### src/pmove_pkg.sv
// Package with opcode fields, register codes and timing constants for the parallel move decoder.
`default_nettype none
package pmove_pkg;
	localparam int WORD_W = 24;
	localparam int ADDR_W = 16;
	localparam int EXT_W = 8;
	localparam int ACC_W = 56;
	localparam logic [23:0] SAT_POS = 24'h7FFFFF;
	localparam logic [23:0] SAT_NEG = 24'h800000;
	localparam logic [23:0] ZERO_WORD = 24'h000000;
	localparam logic [15:0] ZERO_ADDR = 16'h0000;
	localparam logic [7:0] ZERO_EXT = 8'h00;
	localparam logic [7:0] ONES_EXT = 8'hFF;
	// Opcode pattern for the pointer-update-only form: bits 23..13.
	localparam logic [10:0] UPD_PATTERN = 11'h102;
	// Upper patterns for the X move forms.
	localparam logic [1:0] XMOVE_TOP = 2'h1;
	localparam logic [3:0] XR1_TOP = 4'h1;
	localparam logic [6:0] XR2_TOP = 7'h04;
	// Long effective address codes.
	localparam logic [5:0] EA_ABS = 6'h30;
	localparam logic [5:0] EA_IMM = 6'h34;
	// Mode field values.
	localparam logic [2:0] MODE_MINUS_N = 3'h0;
	localparam logic [2:0] MODE_PLUS_N = 3'h1;
	localparam logic [2:0] MODE_POSTDEC = 3'h2;
	localparam logic [2:0] MODE_POSTINC = 3'h3;
	localparam logic [2:0] MODE_PLAIN = 3'h4;
	localparam logic [2:0] MODE_INDEX = 3'h5;
	localparam logic [2:0] MODE_LONG = 3'h6;
	localparam logic [2:0] MODE_PREDEC = 3'h7;
	// Register code fields.
	localparam logic [1:0] RC_PTR = 2'h2;
	localparam logic [1:0] RC_OFS = 2'h3;
	localparam logic [4:0] RC_X0 = 5'h04;
	localparam logic [4:0] RC_X1 = 5'h05;
	localparam logic [4:0] RC_Y0 = 5'h06;
	localparam logic [4:0] RC_Y1 = 5'h07;
	localparam logic [4:0] RC_A0 = 5'h08;
	localparam logic [4:0] RC_B0 = 5'h09;
	localparam logic [4:0] RC_A2 = 5'h0A;
	localparam logic [4:0] RC_B2 = 5'h0B;
	localparam logic [4:0] RC_A1 = 5'h0C;
	localparam logic [4:0] RC_B1 = 5'h0D;
	localparam logic [4:0] RC_A = 5'h0E;
	localparam logic [4:0] RC_B = 5'h0F;
	// Pipeline delay before a written pointer becomes usable, in instructions.
	localparam int PTR_DELAY = 1;
	typedef enum logic [1:0] {
		ST_DECODE = 2'b00,
		ST_EXT = 2'b01,
		ST_MEM = 2'b10
	} state_e;
endpackage : pmove_pkg
`default_nettype wire

### src/acc_limiter.sv
// Accumulator limiter that yields the word stored from a whole accumulator.
`timescale 1ns/1ps
`default_nettype none
module acc_limiter
	import pmove_pkg::*;
(
	input wire logic [55:0] acc, // whole accumulator
	output logic [23:0] word, // limited middle word
	output logic limited // limiting took place
);
	logic in_use;
	// Extension in use when bits 55..47 are not all equal.
	assign in_use = !((acc[55:47] == 9'h000) || (acc[55:47] == 9'h1FF));
	assign limited = in_use;
	assign word = !in_use ? acc[47:24] : (acc[55] ? SAT_NEG : SAT_POS);
endmodule : acc_limiter
`default_nettype wire

### src/parallel_move_decoder.sv
// Decoder and executor for the pointer update, X memory and X-register parallel moves.
// Behaviour
// - Pointer-update form: mode and pointer field.
// - X move reads or writes one word.
// - Long address or immediate from extension word; the decoder takes the immediate from mem_rdata one cycle later instead.
// - Short absolute X move with direction bit.
// - All addressing modes accepted for X move; mode 6 only with the absolute or immediate code.
// - Five-bit register codes select register groups.
// - Duplicate sources read the same old value.
// - Wide into pointer keeps low 16 bits.
// - Narrow into wide zeroes upper byte.
// - Written pointer usable one instruction later.
// - Accumulator store writes saturation constant when limiting.
// - Limiting flag set, no other flags.
// - Pre-decrement stores the new pointer value.
// - Class one: X move plus accumulator copy.
// - Copied input register ready next instruction.
// - Class two: store accumulator, load from first input.
// - Same source gives same limited value twice.
// - Word into accumulator sign-extends, clears low.
`timescale 1ns/1ps
`default_nettype none
module parallel_move_decoder
	import pmove_pkg::*;
(
	input wire logic clk, // core clock
	input wire logic rst, // asynchronous reset, active high
	input wire logic instr_valid, // fetch offers a word
	input wire logic [23:0] instr_word, // opcode or extension word
	output logic instr_ready, // word taken at the preceding rising edge
	output logic [15:0] mem_addr, // X memory address
	output logic mem_rd, // X memory read strobe
	output logic mem_wr, // X memory write strobe
	output logic [23:0] mem_wdata, // X memory write data
	input wire logic [23:0] mem_rdata, // X memory read data, sampled in the same cycle as the read strobe
	output logic limit_flag, // sticky limiting status bit
	input wire logic limit_clear, // clears limiting flag
	output logic illegal, // pulse for an unknown opcode
	output logic done, // pulse when a move completes
	output logic [23:0] first_input_word, // input register contents
	output logic [23:0] second_input_word, // input register contents
	output logic [23:0] third_input_word, // input register contents
	output logic [23:0] fourth_input_word, // input register contents
	output logic [55:0] acc_a, // first accumulator
	output logic [55:0] acc_b, // second accumulator
	output logic [127:0] ptr_visible // eight pointers, one cycle behind the registers used by address arithmetic
);
	localparam int NPTR = 8;
	state_e st_q, st_d;
	logic [15:0] address_pointers_q [NPTR], address_pointers_d [NPTR];
	logic [15:0] offset_registers_q [NPTR], offset_registers_d [NPTR];
	logic [15:0] ptr_vis_q [NPTR], ptr_vis_d [NPTR];
	logic [23:0] x0_q, x0_d, x1_q, x1_d, y0_q, y0_d, y1_q, y1_d;
	logic [55:0] a_q, a_d, b_q, b_d;
	logic [23:0] op_q, op_d;
	logic [4:0] rd_reg_q, rd_reg_d;
	logic rd_pend_q, rd_pend_d;
	logic [15:0] maddr_q, maddr_d;
	logic mrd_q, mrd_d, mwr_q, mwr_d;
	logic [23:0] wdat_q, wdat_d;
	logic lim_q, lim_d, ill_q, ill_d, done_q, done_d, rdy_q, rdy_d;
	logic [23:0] lim_a_w, lim_b_w;
	logic lim_a, lim_b;

	acc_limiter u_lim_a (.acc(a_q), .word(lim_a_w), .limited(lim_a));
	acc_limiter u_lim_b (.acc(b_q), .word(lim_b_w), .limited(lim_b));

	function automatic logic [23:0] read_reg(input logic [4:0] c, input logic [23:0] x0, input logic [23:0] x1,
		input logic [23:0] y0, input logic [23:0] y1, input logic [55:0] a, input logic [55:0] b,
		input logic [23:0] la, input logic [23:0] lb, input logic [15:0] p, input logic [15:0] n);
		logic [23:0] r;
		r = ZERO_WORD;
		if (c[4:3] == RC_PTR) r = {ZERO_EXT, p};
		else if (c[4:3] == RC_OFS) r = {ZERO_EXT, n};
		else case (c)
			RC_X0: r = x0;
			RC_X1: r = x1;
			RC_Y0: r = y0;
			RC_Y1: r = y1;
			RC_A0: r = a[23:0];
			RC_B0: r = b[23:0];
			RC_A2: r = {{16{a[55]}}, a[55:48]};
			RC_B2: r = {{16{b[55]}}, b[55:48]};
			RC_A1: r = a[47:24];
			RC_B1: r = b[47:24];
			RC_A: r = la;
			RC_B: r = lb;
			default: r = ZERO_WORD;
		endcase
		return r;
	endfunction : read_reg

	function automatic logic reg_legal(input logic [4:0] c);
		return (c[4] == 1'b1) || (c >= RC_X0 && c <= RC_B);
	endfunction : reg_legal

	always_comb begin
		logic [4:0] rc;
		logic [2:0] mode;
		logic [2:0] rn;
		logic [15:0] p, n, eff, upd;
		logic wr_dir, src_lim, ok;
		logic [23:0] sval;
		rc = ZERO_EXT[4:0];
		mode = 3'h0;
		rn = 3'h0;
		p = ZERO_ADDR;
		n = ZERO_ADDR;
		eff = ZERO_ADDR;
		upd = ZERO_ADDR;
		wr_dir = 1'b0;
		src_lim = 1'b0;
		ok = 1'b0;
		sval = ZERO_WORD;
		st_d = st_q;
		op_d = op_q;
		rd_reg_d = rd_reg_q;
		rd_pend_d = 1'b0;
		maddr_d = maddr_q;
		mrd_d = 1'b0;
		mwr_d = 1'b0;
		wdat_d = wdat_q;
		lim_d = lim_q & ~limit_clear;
		ill_d = 1'b0;
		done_d = 1'b0;
		rdy_d = 1'b0;
		x0_d = x0_q;
		x1_d = x1_q;
		y0_d = y0_q;
		y1_d = y1_q;
		a_d = a_q;
		b_d = b_q;
		for (int i = 0; i < NPTR; i++) begin
			address_pointers_d[i] = address_pointers_q[i];
			offset_registers_d[i] = offset_registers_q[i];
			ptr_vis_d[i] = address_pointers_q[i];
		end
		// Memory read data present in this read strobe cycle lands in its destination now.
		if (rd_pend_q) begin
			sval = mem_rdata;
			done_d = 1'b1;
			if (rd_reg_q[4:3] == RC_PTR) address_pointers_d[rd_reg_q[2:0]] = sval[15:0];
			else if (rd_reg_q[4:3] == RC_OFS) offset_registers_d[rd_reg_q[2:0]] = sval[15:0];
			else case (rd_reg_q)
				RC_X0: x0_d = sval;
				RC_X1: x1_d = sval;
				RC_Y0: y0_d = sval;
				RC_Y1: y1_d = sval;
				RC_A0: a_d[23:0] = sval;
				RC_B0: b_d[23:0] = sval;
				RC_A2: a_d[55:48] = sval[7:0];
				RC_B2: b_d[55:48] = sval[7:0];
				RC_A1: a_d[47:24] = sval;
				RC_B1: b_d[47:24] = sval;
				RC_A: a_d = {{8{sval[23]}}, sval, ZERO_WORD};
				RC_B: b_d = {{8{sval[23]}}, sval, ZERO_WORD};
				default: ;
			endcase
		end
		case (st_q)
			ST_DECODE: begin
				if (instr_valid && !rd_pend_q) begin
					rdy_d = 1'b1;
					op_d = instr_word;
					mode = instr_word[13:11];
					rn = instr_word[10:8];
					p = address_pointers_q[rn];
					n = offset_registers_q[rn];
					// Reads take the old register values before any update; a predecremented source pointer is the exception.
					case (mode)
						MODE_MINUS_N: begin eff = p; upd = p - n; end
						MODE_PLUS_N: begin eff = p; upd = p + n; end
						MODE_POSTDEC: begin eff = p; upd = p - 16'h0001; end
						MODE_POSTINC: begin eff = p; upd = p + 16'h0001; end
						MODE_INDEX: begin eff = p + n; upd = p; end
						MODE_PREDEC: begin eff = p - 16'h0001; upd = eff; end
						default: begin eff = p; upd = p; end
					endcase
					wr_dir = instr_word[15];
					rc = {instr_word[21:20], instr_word[18:16]};
					if (instr_word[23:13] == UPD_PATTERN) begin
						// Pointer-update form uses a two-bit mode.
						case (instr_word[12:11])
							2'h0: address_pointers_d[instr_word[10:8]] = p - n;
							2'h1: address_pointers_d[instr_word[10:8]] = p + n;
							2'h2: address_pointers_d[instr_word[10:8]] = p - 16'h0001;
							default: address_pointers_d[instr_word[10:8]] = p + 16'h0001;
						endcase
						done_d = 1'b1;
					end else if (instr_word[23:22] == XMOVE_TOP && instr_word[19] == 1'b0) begin
						ok = reg_legal(rc);
						if (!ok) ill_d = 1'b1;
						else begin
							rd_reg_d = rc;
							if (instr_word[14] == 1'b0) begin
								maddr_d = {10'h000, instr_word[13:8]};
								st_d = ST_MEM;
							end else if (instr_word[13:8] == EA_ABS || instr_word[13:8] == EA_IMM) begin
								st_d = ST_EXT;
							end else if (mode == MODE_LONG) begin
								ill_d = 1'b1;
							end else begin
								maddr_d = eff;
								address_pointers_d[rn] = upd;
								st_d = ST_MEM;
							end
							if (ok && !wr_dir && st_d == ST_MEM) begin
								// Source pointer equal to addressing pointer sees the predecrement.
								if (rc == {RC_PTR, rn} && mode == MODE_PREDEC && instr_word[14]) wdat_d = {ZERO_EXT, eff};
								else wdat_d = read_reg(rc, x0_q, x1_q, y0_q, y1_q, a_q, b_q, lim_a_w, lim_b_w,
									address_pointers_q[rc[2:0]], offset_registers_q[rc[2:0]]);
								src_lim = (rc == RC_A && lim_a) || (rc == RC_B && lim_b);
							end
						end
					end else if (instr_word[23:20] == XR1_TOP || instr_word[23:17] == XR2_TOP) begin
						if (instr_word[14] || mode == MODE_LONG) ill_d = 1'b1;
						else begin
							maddr_d = eff;
							address_pointers_d[rn] = upd;
							st_d = ST_MEM;
							if (instr_word[23:20] == XR1_TOP) begin
								// Class one: accumulator into third or fourth input word.
								sval = instr_word[17] ? lim_b_w : lim_a_w;
								src_lim = instr_word[17] ? lim_b : lim_a;
								if (instr_word[16]) y1_d = sval;
								else y0_d = sval;
								rd_reg_d = instr_word[19] ? (instr_word[18] ? RC_B : RC_A) : (instr_word[18] ? RC_X1 : RC_X0);
								if (!wr_dir) begin
									wdat_d = read_reg(rd_reg_d, x0_q, x1_q, y0_q, y1_q, a_q, b_q, lim_a_w, lim_b_w,
										ZERO_ADDR, ZERO_ADDR);
									src_lim = src_lim | (rd_reg_d == RC_A && lim_a) | (rd_reg_d == RC_B && lim_b);
								end
							end else begin
								// Class two: store accumulator, reload it from the first input word.
								wr_dir = 1'b0;
								wdat_d = instr_word[16] ? lim_b_w : lim_a_w;
								src_lim = instr_word[16] ? lim_b : lim_a;
								if (instr_word[16]) b_d = {{8{x0_q[23]}}, x0_q, ZERO_WORD};
								else a_d = {{8{x0_q[23]}}, x0_q, ZERO_WORD};
							end
						end
					end else begin
						ill_d = 1'b1;
					end
					if (src_lim) lim_d = 1'b1;
					op_d[15] = wr_dir;
				end
			end
			ST_EXT: begin
				if (instr_valid) begin
					rdy_d = 1'b1;
					if (op_q[13:8] == EA_IMM) begin
						rd_pend_d = 1'b1; // immediate behaves as a read that lands next cycle
						st_d = ST_DECODE;
					end else begin
						maddr_d = instr_word[15:0];
						st_d = ST_MEM;
						if (!op_q[15]) begin
							wdat_d = read_reg(rd_reg_q, x0_q, x1_q, y0_q, y1_q, a_q, b_q, lim_a_w, lim_b_w,
								address_pointers_q[rd_reg_q[2:0]], offset_registers_q[rd_reg_q[2:0]]);
							if ((rd_reg_q == RC_A && lim_a) || (rd_reg_q == RC_B && lim_b)) lim_d = 1'b1;
						end
					end
				end
			end
			ST_MEM: begin
				// One memory access in the direction set by the opcode.
				if (op_q[15]) begin
					mrd_d = 1'b1;
					rd_pend_d = 1'b1;
				end else begin
					mwr_d = 1'b1;
					done_d = 1'b1;
				end
				st_d = ST_DECODE;
			end
			default: st_d = ST_DECODE;
		endcase
	end

	always_ff @(posedge clk or posedge rst) begin
		if (rst) begin
			st_q <= ST_DECODE;
			for (int i = 0; i < NPTR; i++) begin
				address_pointers_q[i] <= ZERO_ADDR;
				offset_registers_q[i] <= ZERO_ADDR;
				ptr_vis_q[i] <= ZERO_ADDR;
			end
			{x0_q, x1_q, y0_q, y1_q} <= {4{ZERO_WORD}};
			a_q <= {ZERO_EXT, ZERO_WORD, ZERO_WORD};
			b_q <= {ZERO_EXT, ZERO_WORD, ZERO_WORD};
			op_q <= ZERO_WORD;
			rd_reg_q <= RC_X0;
			rd_pend_q <= 1'b0;
			maddr_q <= ZERO_ADDR;
			mrd_q <= 1'b0;
			mwr_q <= 1'b0;
			wdat_q <= ZERO_WORD;
			lim_q <= 1'b0;
			ill_q <= 1'b0;
			done_q <= 1'b0;
			rdy_q <= 1'b0;
		end else begin
			st_q <= st_d;
			address_pointers_q <= address_pointers_d;
			offset_registers_q <= offset_registers_d;
			ptr_vis_q <= ptr_vis_d;
			x0_q <= x0_d;
			x1_q <= x1_d;
			y0_q <= y0_d;
			y1_q <= y1_d;
			a_q <= a_d;
			b_q <= b_d;
			op_q <= op_d;
			rd_reg_q <= rd_reg_d;
			rd_pend_q <= rd_pend_d;
			maddr_q <= maddr_d;
			mrd_q <= mrd_d;
			mwr_q <= mwr_d;
			wdat_q <= wdat_d;
			lim_q <= lim_d;
			ill_q <= ill_d;
			done_q <= done_d;
			rdy_q <= rdy_d;
		end
	end

	assign instr_ready = rdy_q;
	assign mem_addr = maddr_q;
	assign mem_rd = mrd_q;
	assign mem_wr = mwr_q;
	assign mem_wdata = wdat_q;
	assign limit_flag = lim_q;
	assign illegal = ill_q;
	assign done = done_q;
	assign first_input_word = x0_q;
	assign second_input_word = x1_q;
	assign third_input_word = y0_q;
	assign fourth_input_word = y1_q;
	assign acc_a = a_q;
	assign acc_b = b_q;
	for (genvar g = 0; g < NPTR; g++) begin : g_vis
		assign ptr_visible[g*16 +: 16] = ptr_vis_q[g];
	end

	no_wr_illegal_a: assert property (@(posedge clk) disable iff (rst) ill_q |-> !mwr_q)
		else $error("memory write alongside illegal opcode");
	rd_wr_excl_a: assert property (@(posedge clk) disable iff (rst) !(mrd_q && mwr_q))
		else $error("read and write strobes together");
	read_done_a: assert property (@(posedge clk) disable iff (rst) mrd_q |=> done_q)
		else $error("read did not complete one cycle later");
	lim_sticky_a: assert property (@(posedge clk) disable iff (rst) lim_q && !limit_clear |=> lim_q)
		else $error("limiting flag dropped without clear");
	sat_value_a: assert property (@(posedge clk) disable iff (rst)
		mwr_q && lim_q && !$past(lim_q, 2) && ((op_q[23:22] == XMOVE_TOP && (rd_reg_q == RC_A || rd_reg_q == RC_B))
		|| op_q[23:17] == XR2_TOP) |-> (wdat_q == SAT_POS || wdat_q == SAT_NEG))
		else $error("limited store not a saturation constant");
	ptr_lag_a: assert property (@(posedge clk) disable iff (rst) ##1 ptr_vis_q[0] == $past(address_pointers_q[0]))
		else $error("pointer visible without one-cycle delay");
	mem_follows_a: assert property (@(posedge clk) disable iff (rst) st_q == ST_MEM |=> (mrd_q || mwr_q))
		else $error("memory phase produced no access");
	class2_load_a: assert property (@(posedge clk) disable iff (rst)
		rdy_q && st_q == ST_MEM && op_q[23:17] == XR2_TOP
		|-> (op_q[16] ? b_q[47:24] : a_q[47:24]) == $past(x0_q))
		else $error("class two did not load accumulator from first input");
	cov_update_c: cover property (@(posedge clk) done_q && !mrd_q && !mwr_q);
	cov_write_c: cover property (@(posedge clk) mwr_q && lim_q);
	cov_read_c: cover property (@(posedge clk) mrd_q ##1 done_q);
	cov_illegal_c: cover property (@(posedge clk) ill_q);
endmodule : parallel_move_decoder
`default_nettype wire

### config.mk
export PLATFORM = sky130hd
export DESIGN_NAME = parallel_move_decoder
export DESIGN_NICKNAME = d
export VERILOG_FILES = /design/src/pmove_pkg.sv /design/src/acc_limiter.sv /design/src/parallel_move_decoder.sv
export SDC_FILE = /design/constraint.sdc
export NUM_CORES = 2
export LEC_CHECK = 0
export ABC_AREA = 1
export BUFFER_PORTS_ARGS = -buffer_cell sky130_fd_sc_hd__buf_2
export CAP_MARGIN = 20
export CORE_AREA = 5 5 247 489
export DETAILED_ROUTE_END_ITERATION = 10
export DIE_AREA = 0 0 252 494
export PLACE_DENSITY = 0.59
export SETUP_SLACK_MARGIN = 0.4
export SYNTH_ARGS = -nofsm -noshare
export SYNTH_HDL_FRONTEND = slang
export SYNTH_SLANG_ARGS = --single-unit
export TNS_END_PERCENT = 30
### constraint.sdc
create_clock -name clk -period 22.4 [get_ports clk]
set_clock_uncertainty 0.05 [all_clocks]
set_input_delay 2.24 -clock clk [delete_from_list [all_inputs] [get_ports clk]]
set_output_delay 2.24 -clock clk [all_outputs]
set_load 0.01 [all_outputs]
==> summary by stage, run 1 <==
Clock tree
Post-CTS repair changed the size of 0 cells. The root buffer cell chosen for the clock tree is sky130_fd_sc_hd__clkbuf_16. In this run, post-CTS hold repair placed 0 buffers. The clock tree synthesis step divided the H-tree into 3 levels. The clock passes through at most 3 buffers. The number of buffers created by CTS is 68. The number of sinks on the clock net is between 600 and 700. Once the clock tree was built, the setup fixing pass inserted 0 buffers.

Global route
Global routing finished with a remaining overflow of 103. The first global-routing pass estimated around 560 mm of wire. The via count of the first global-routing pass was about 63,000. Across every metal layer, demand over resource in global routing totals 0.632.

The pin count of the biggest net entering global routing is approximately 150.

Logic synthesis
The share of the Yosys chip area taken by registers is 0.354. The average instance in the mapped netlist occupies 6.69 µm². The post-synthesis xor/xnor area fraction is 0.00464. The count of synthesis-stage warnings from yosys is 0. Of the total synthesized cell area, the portion taken by AND, OR, NAND and NOR gates is 0.274. Synthesis produced a netlist whose cell count is ~6,900. The number of enable flip-flop cells after synthesis is 0. The dominant combinational cell family by area after synthesis is simple AND/OR/NAND/NOR gates. The cell area that synthesis handed to floorplanning was roughly 46,000 µm². The async set-reset flop share out of synthesis is 1.00. The fraction of synthesized area in multiplexers is 0.00304.

The share of synthesized cell area in full adder, half adder and majority cells is 0.0106. The flop and latch count out of synthesis is approximately 650. Among all flip-flop cells after synthesis, the most frequent one is sky130_fd_sc_hd__dfrtp_1.

The number of unique standard cell types used by synthesis is 68. The number of nets in the synthesized netlist is about 7,000. The compound-gate portion of the synthesized area is 0.251.

Status
The flow did not finish. The tool reported: "[ERROR GRT-0116] Global routing finished with congestion. Check the congestion regions in the DRC Viewer". The stage where the flow stopped is 5_1_grt.

Floorplanning
In this run the core area contains about 180 standard-cell rows. In this run the count of I/O pins placed on the die edge is approximately 430. The die is 252 µm wide.

The floorplan step set the die height to about 490 µm. The initial utilization of the core area, before any placement, comes to 0.397.

Place
The placer's final routability congestion estimate is around 1.2. The total of buffers placed on input and output ports is roughly 430. Detailed placement ended at an HPWL of between 200 and 300 mm.
==> cell families after synthesis <==
group                      count (synthesis)
xor gates and xnor gates                  21
AOI/OAI and AO/OA                       1934
and+or+nand+nor                         3004
DFF                                      653
adders and majority gates                 38
muxes                                     14
buffers and inverters                   1234
==> routing by layer <==
layer	track usage	GRT overflow
met3	0.356	0
met4	0.700	57
met2	0.867	46
met1	0.625	0
met5	0.0415	0
==> metrics by stage <==
stage	util	cell area, µm²	hold slack, ps	setup WS, ps	instances
after floorplan	-	46200	304	1810	6898
after global placement	0.433	50400	314	13970	8628
after detailed placement	0.434	50400	312	13990	8635
after CTS	0.454	52800	325	14730	8759
==> Yosys cell counts, drive strengths merged, types with 5 or more instances <==
library cell / n / area (µm²)
o211ai: 107 / 803
buf: 83 / 429
a22oi: 44 / 330
nand2: 1892 / 7200
a31oi: 26 / 163
dfrtp: 652 / 16300
clkbuf: 357 / 1340
xor2: 18 / 188
nor2: 505 / 2040
inv: 774 / 2910
mux2i: 14 / 140
o21a: 13 / 97.6
or2: 26 / 163
a211oi: 48 / 360
a21oi: 325 / 1630
nand4: 142 / 913
clkinv: 20 / 75.1
nand3: 339 / 1710
ha: 36 / 450
nor4: 47 / 300
a221oi: 79 / 692
o21ai: 807 / 4050
o31ai: 9 / 67.6
nand3b: 10 / 75.1
o22ai: 298 / 1860
o21bai: 11 / 86.3
o2111ai: 70 / 613
o221ai: 55 / 482
nor3: 33 / 170
a21o: 5 / 37.5
a21boi: 15 / 113
o311ai: 6 / 52.6
==> inputs of run 2 (changes only) <==
CORE_AREA = 5 5 436 438   (was 5 5 247 489)
DIE_AREA = 0 0 441 443   (was 0 0 252 494)
PLACE_DENSITY = unset   (was 0.59)
PLACE_DENSITY_LB_ADDON = 0.15   (was unset)
SETUP_SLACK_MARGIN = unset   (was 0.4)
==> run 2 against run 1 <==
  * The flow now finishes without violations
  * Synthesized cell count is the same
  * Area after synthesis is the same
==> summary by stage, run 2 <==
Status
The flow ran to the end, and the final reports show no timing, DRC or antenna violations.

Global route
The initial antenna violation count is 26. The first global-routing pass estimated roughly 480 mm of wire. The aggregate global routing overflow is 0. The total global-route track usage is 0.354. The pin count of the biggest net entering global routing is between 100 and 150. The via count of the first global-routing pass was 54,700.

Clock tree
The number of gates resized after cts came to 0 (unchanged). The number of sinks on the clock net is 653 (unchanged). The post-CTS setup buffer count was 0 (unchanged). Clock-pin slew was measured on the worst setup and hold paths at roughly 60 ps.

The number of H-tree levels is 3 (unchanged). TritonCTS built the clock tree. In this run the clock root is driven by a sky130_fd_sc_hd__clkbuf_16. The count of hold buffers inserted by post-cts repair is 0 (unchanged). For the worst-skew pair, the clock arrives at the later sink with an insertion delay of ~770 ps. The number of buffers created by CTS is 85 (+25%). The number of buffers on the longest clock path is 3 (unchanged).

STA
The total negative setup slack is 0 ps. Dividing the final minimum period by the clock period gives 0.350. The worst-case setup margin in the final layout is between 10,000 and 15,000 ps.

The worst slew margin relative to its limit is 0.134. The measured slew at the worst slew-check pin is roughly 1300 ps. After layout, the minimum clock period comes to about 7800 ps.

The final hold violation count is 0. Static timing analysis puts the maximum clock frequency at roughly 0.13 GHz. The number of max-slew violations in the final report is 0.

The number of failing setup endpoints in the final timing report is 0. On the final layout, the worst hold slack is between 400 and 500 ps. Setup repair after global routing left no endpoint under its margin.

Logic synthesis
Among all flip-flop cells after synthesis, the most frequent one is sky130_fd_sc_hd__dfrtp_1. The number of standard cells after synthesis came to 6,898 (unchanged). The top-area cell type share of the netlist area is 0.354 (unchanged). The most instantiated library cell after synthesis is sky130_fd_sc_hd__nand2_1. The area of the mapped netlist is 46,200 µm² (unchanged). By area the synthesized netlist is led by sky130_fd_sc_hd__dfrtp_1, sky130_fd_sc_hd__nand2_1, sky130_fd_sc_hd__o21ai_0, sky130_fd_sc_hd__inv_1, sky130_fd_sc_hd__o22ai_1.

The fraction of the yosys area taken by sequential cells came to 0.354 (unchanged). The async set-reset flop share out of synthesis is 1.00 (unchanged). The number of enable flip-flop cells after synthesis is 0 (unchanged).

The flop and latch count out of synthesis came to 653 (unchanged). The count of synthesis-stage warnings from yosys is 0 (unchanged). The post-synthesis average cell area came to 6.69 µm² (unchanged). The number of nets in the synthesized netlist was 6,988 (unchanged). The largest total area in the synthesized netlist belongs to sky130_fd_sc_hd__dfrtp_1. The commonest cells after synthesis are sky130_fd_sc_hd__nand2_1, sky130_fd_sc_hd__o21ai_0, sky130_fd_sc_hd__inv_1.

The number of unique standard cell types used by synthesis is 68 (unchanged).

Worst setup path
The kind of cell adding the most delay to the critical path is simple AND/OR/NAND/NOR gates. The depth of the most critical reg-to-reg path is 13. Walking the worst path, the cells encountered are buf_2 -> buf_4 -> inv_2 -> nor2_4 -> nand2_1 -> o21ai_0 -> nor4_2 -> ha_1 -> clkinv_1 -> nor3_1 -> nand2_1 -> nand3_1 -> nand2_1 -> nor2_1 -> o21ai_0 -> nand3_1 -> nand2_1 -> nand3b_1 -> nand2_1 -> inv_1. For the worst setup path, the data required time is between 20,000 and 25,000 ps. STA puts the critical path data arrival time at roughly 8500 ps. The endpoint identified for the worst register-to-register timing path is mem_wdata[11]$_DFFE_PP0P_. The register-to-register path setup slack is 17,370 ps. The count of buffer and inverter cells on the critical path is 5. The kind of end point of the critical path is a flop. The critical path in this run is classified as input port to flop. The startpoint type of the worst setup path is an input port. The worst register-to-register path begins at rd_reg_q[2]$_DFFE_PP1P_. The slowest stage of the critical path belongs to the cell sky130_fd_sc_hd__nor4_2. The longest individual stage delay on the worst path is roughly 1100 ps. The most common cell type on the critical path is sky130_fd_sc_hd__nand2_1. The biggest fanout along the worst timing path is 27.

Place
The placer's final routability congestion estimate is 1.02 (-12%). The total of buffers placed on input and output ports was 433 (unchanged). The detailed placement HPWL was 263 mm (-4.7%). The worst slack at placement is 14,140 ps (+155 ps). The post-place instance area is 51,600 µm² (+2.2%).

The cell total after placement was 9,591 (+11%).

Layout
The number of inserted filler cells in the final layout is roughly 21,000. The design area is ~55,000 µm². The layout overhead on the synthesized area is 18.5%.

The final-stage net count is 7,279. In the final layout, the multi-input gates occupy ~25,000 µm². The share of layout cells above drive strength 1 is 0.134. The leading cell type in the layout, fill and taps excluded is sky130_fd_sc_hd__nand2_1. The number of standard cells in the final layout excluding fillers is between 9,000 and 10,000. Leaving out fill and tap cells, the most frequent cells in the layout are sky130_fd_sc_hd__nand2_1, sky130_fd_sc_hd__o21ai_0, sky130_fd_sc_hd__inv_1. The sequential cells in the finished layout cover a total of 16,300 µm².

Drt
The detailed-route wire length per cell is between 30 and 40 µm. After detailed routing, the number of remaining DRC violations is 0. The total iterations of the first detailed-routing run is 7.

The mean number of vias per cell is roughly 6. The total number of vias is between 50,000 and 60,000. For this block, the initial DRC count from the detailed router was 8,735. The count of nets left with antenna violations once routing finished came out at 0. Wires add up to 359 mm.

Floorplanning
The overall die width is 441 µm (+75%). The die covers just under 200,000 µm². The area inside the core boundary is about 190,000 µm². The number of top-level pins is 434 (unchanged). The total number of placement rows came to 159 (-10%). The initial standard-cell utilization of the core came to 0.248 (-0.149).

The die outline height came to 443 µm (-10%).

Worst hold path
The worst min-delay path endpoint is ptr_visible[98]$_DFF_PP0_. The instance count along the most critical hold path is 0. The type of the tightest min-delay check is flop to flop. The startpoint of the lowest-slack hold path is address_pointers_q[18]$_DFF_PP0_.

Pwr
The cell leakage power is 25.9 nW. The worst-case vdd ir drop is around 0.063 mV. The power density of the placed cells is around 130 nW/µm².

Run
The number of violations of the max-capacitance limit is 0.
[run 2: cell counts after synthesis]
Identical to the previous run, type by type.
[run 2: how the worst max path moves through the flow]
stage | startpoint | end | slack, ps | cells after the start
after CTS | instr_word[9] | address_pointers_q[14]$_DFF_PP0_ | 14930 | 20
after global placement | instr_word[9] | address_pointers_q[14]$_DFF_PP0_ | 14170 | 20
after detailed placement | instr_word[9] | address_pointers_q[14]$_DFF_PP0_ | 14140 | 20
after global routing | instr_word[9] | address_pointers_q[14]$_DFF_PP0_ | 14620 | 25
final | instr_word[9] | address_pointers_q[14]$_DFF_PP0_ | 14550 | 20
after floorplan | rst | acc_a[0]$_DFF_PP0_ | 1810 | 1
[run 2: power breakdown]
group | internal (mW) | total (mW) | switching, mW | leakage [nW]
registers | 1.59 | 2.22 | 0.638 | 7.25
clock network | 0.869 | 1.51 | 0.639 | 1.45
logic | 0.953 | 3.53 | 2.58 | 17.2
[run 2: per-stage QoR]
step | utilization | power [mW]
5_1_grt | 0.293 | 7.52
3_3_place_gp | 0.277 | 5.62
2_1_floorplan | - | 3.72
4_1_cts | 0.293 | 7.13
3_5_place_dp | 0.277 | 5.61
6_report | 0.294 | 7.26
[run 2: worst register-to-register path: stages (launching register included)]
cell,delay [ps]
sky130_fd_sc_hd__dfstp_2,580
sky130_fd_sc_hd__buf_4,510
sky130_fd_sc_hd__nor3_2,180
sky130_fd_sc_hd__buf_4,260
sky130_fd_sc_hd__nand2_1,90
sky130_fd_sc_hd__nand2_1,540
sky130_fd_sc_hd__inv_1,740
sky130_fd_sc_hd__o21ai_0,210
sky130_fd_sc_hd__nor4_1,380
sky130_fd_sc_hd__nand4_1,510
sky130_fd_sc_hd__a21oi_1,590
sky130_fd_sc_hd__a21oi_1,130
sky130_fd_sc_hd__nand2_1,90
sky130_fd_sc_hd__nand2_1,40
[run 2: area by class of cell]
| class | instances | area share |
|---|---|---|
| Antenna cell | 24 | 0.00110 |
| Clock buffer | 122 | 0.0455 |
| Clock inverter | 35 | 0.00849 |
| Inverter | 794 | 0.0547 |
| Multi-Input combinational cell | 5011 | 0.464 |
| Sequential cell | 653 | 0.299 |
| Tap cell | 2495 | 0.0571 |
| Timing Repair Buffer | 644 | 0.0701 |
[run 2: kinds of logic after synthesis]
kind of cell               after synthesis  synth area share
AOI/OAI and AO/OA                     1934             0.251
DFF                                    653             0.354
adders and majority gates               38            0.0106
muxes                                   14           0.00304
buffers and inverters                 1234             0.103
xor gates and xnor gates                21           0.00464
and+or+nand+nor                       3004             0.274
[run 2: routing by layer]
| metal | GRT usage | vias to the layer above | share of wire |
|---|---|---|---|
| met3 | 0.0911 | 1159 | 0.10 |
| met4 | 0.245 | 10 | 0.087 |
| met5 | 0 | - | 0.00020 |
| met2 | 0.527 | 4472 | 0.42 |
| met1 | 0.446 | 28900 | 0.38 |
| li1 | - | 24100 | - |
No activity file was read; power rests on OpenSTA's default activity.
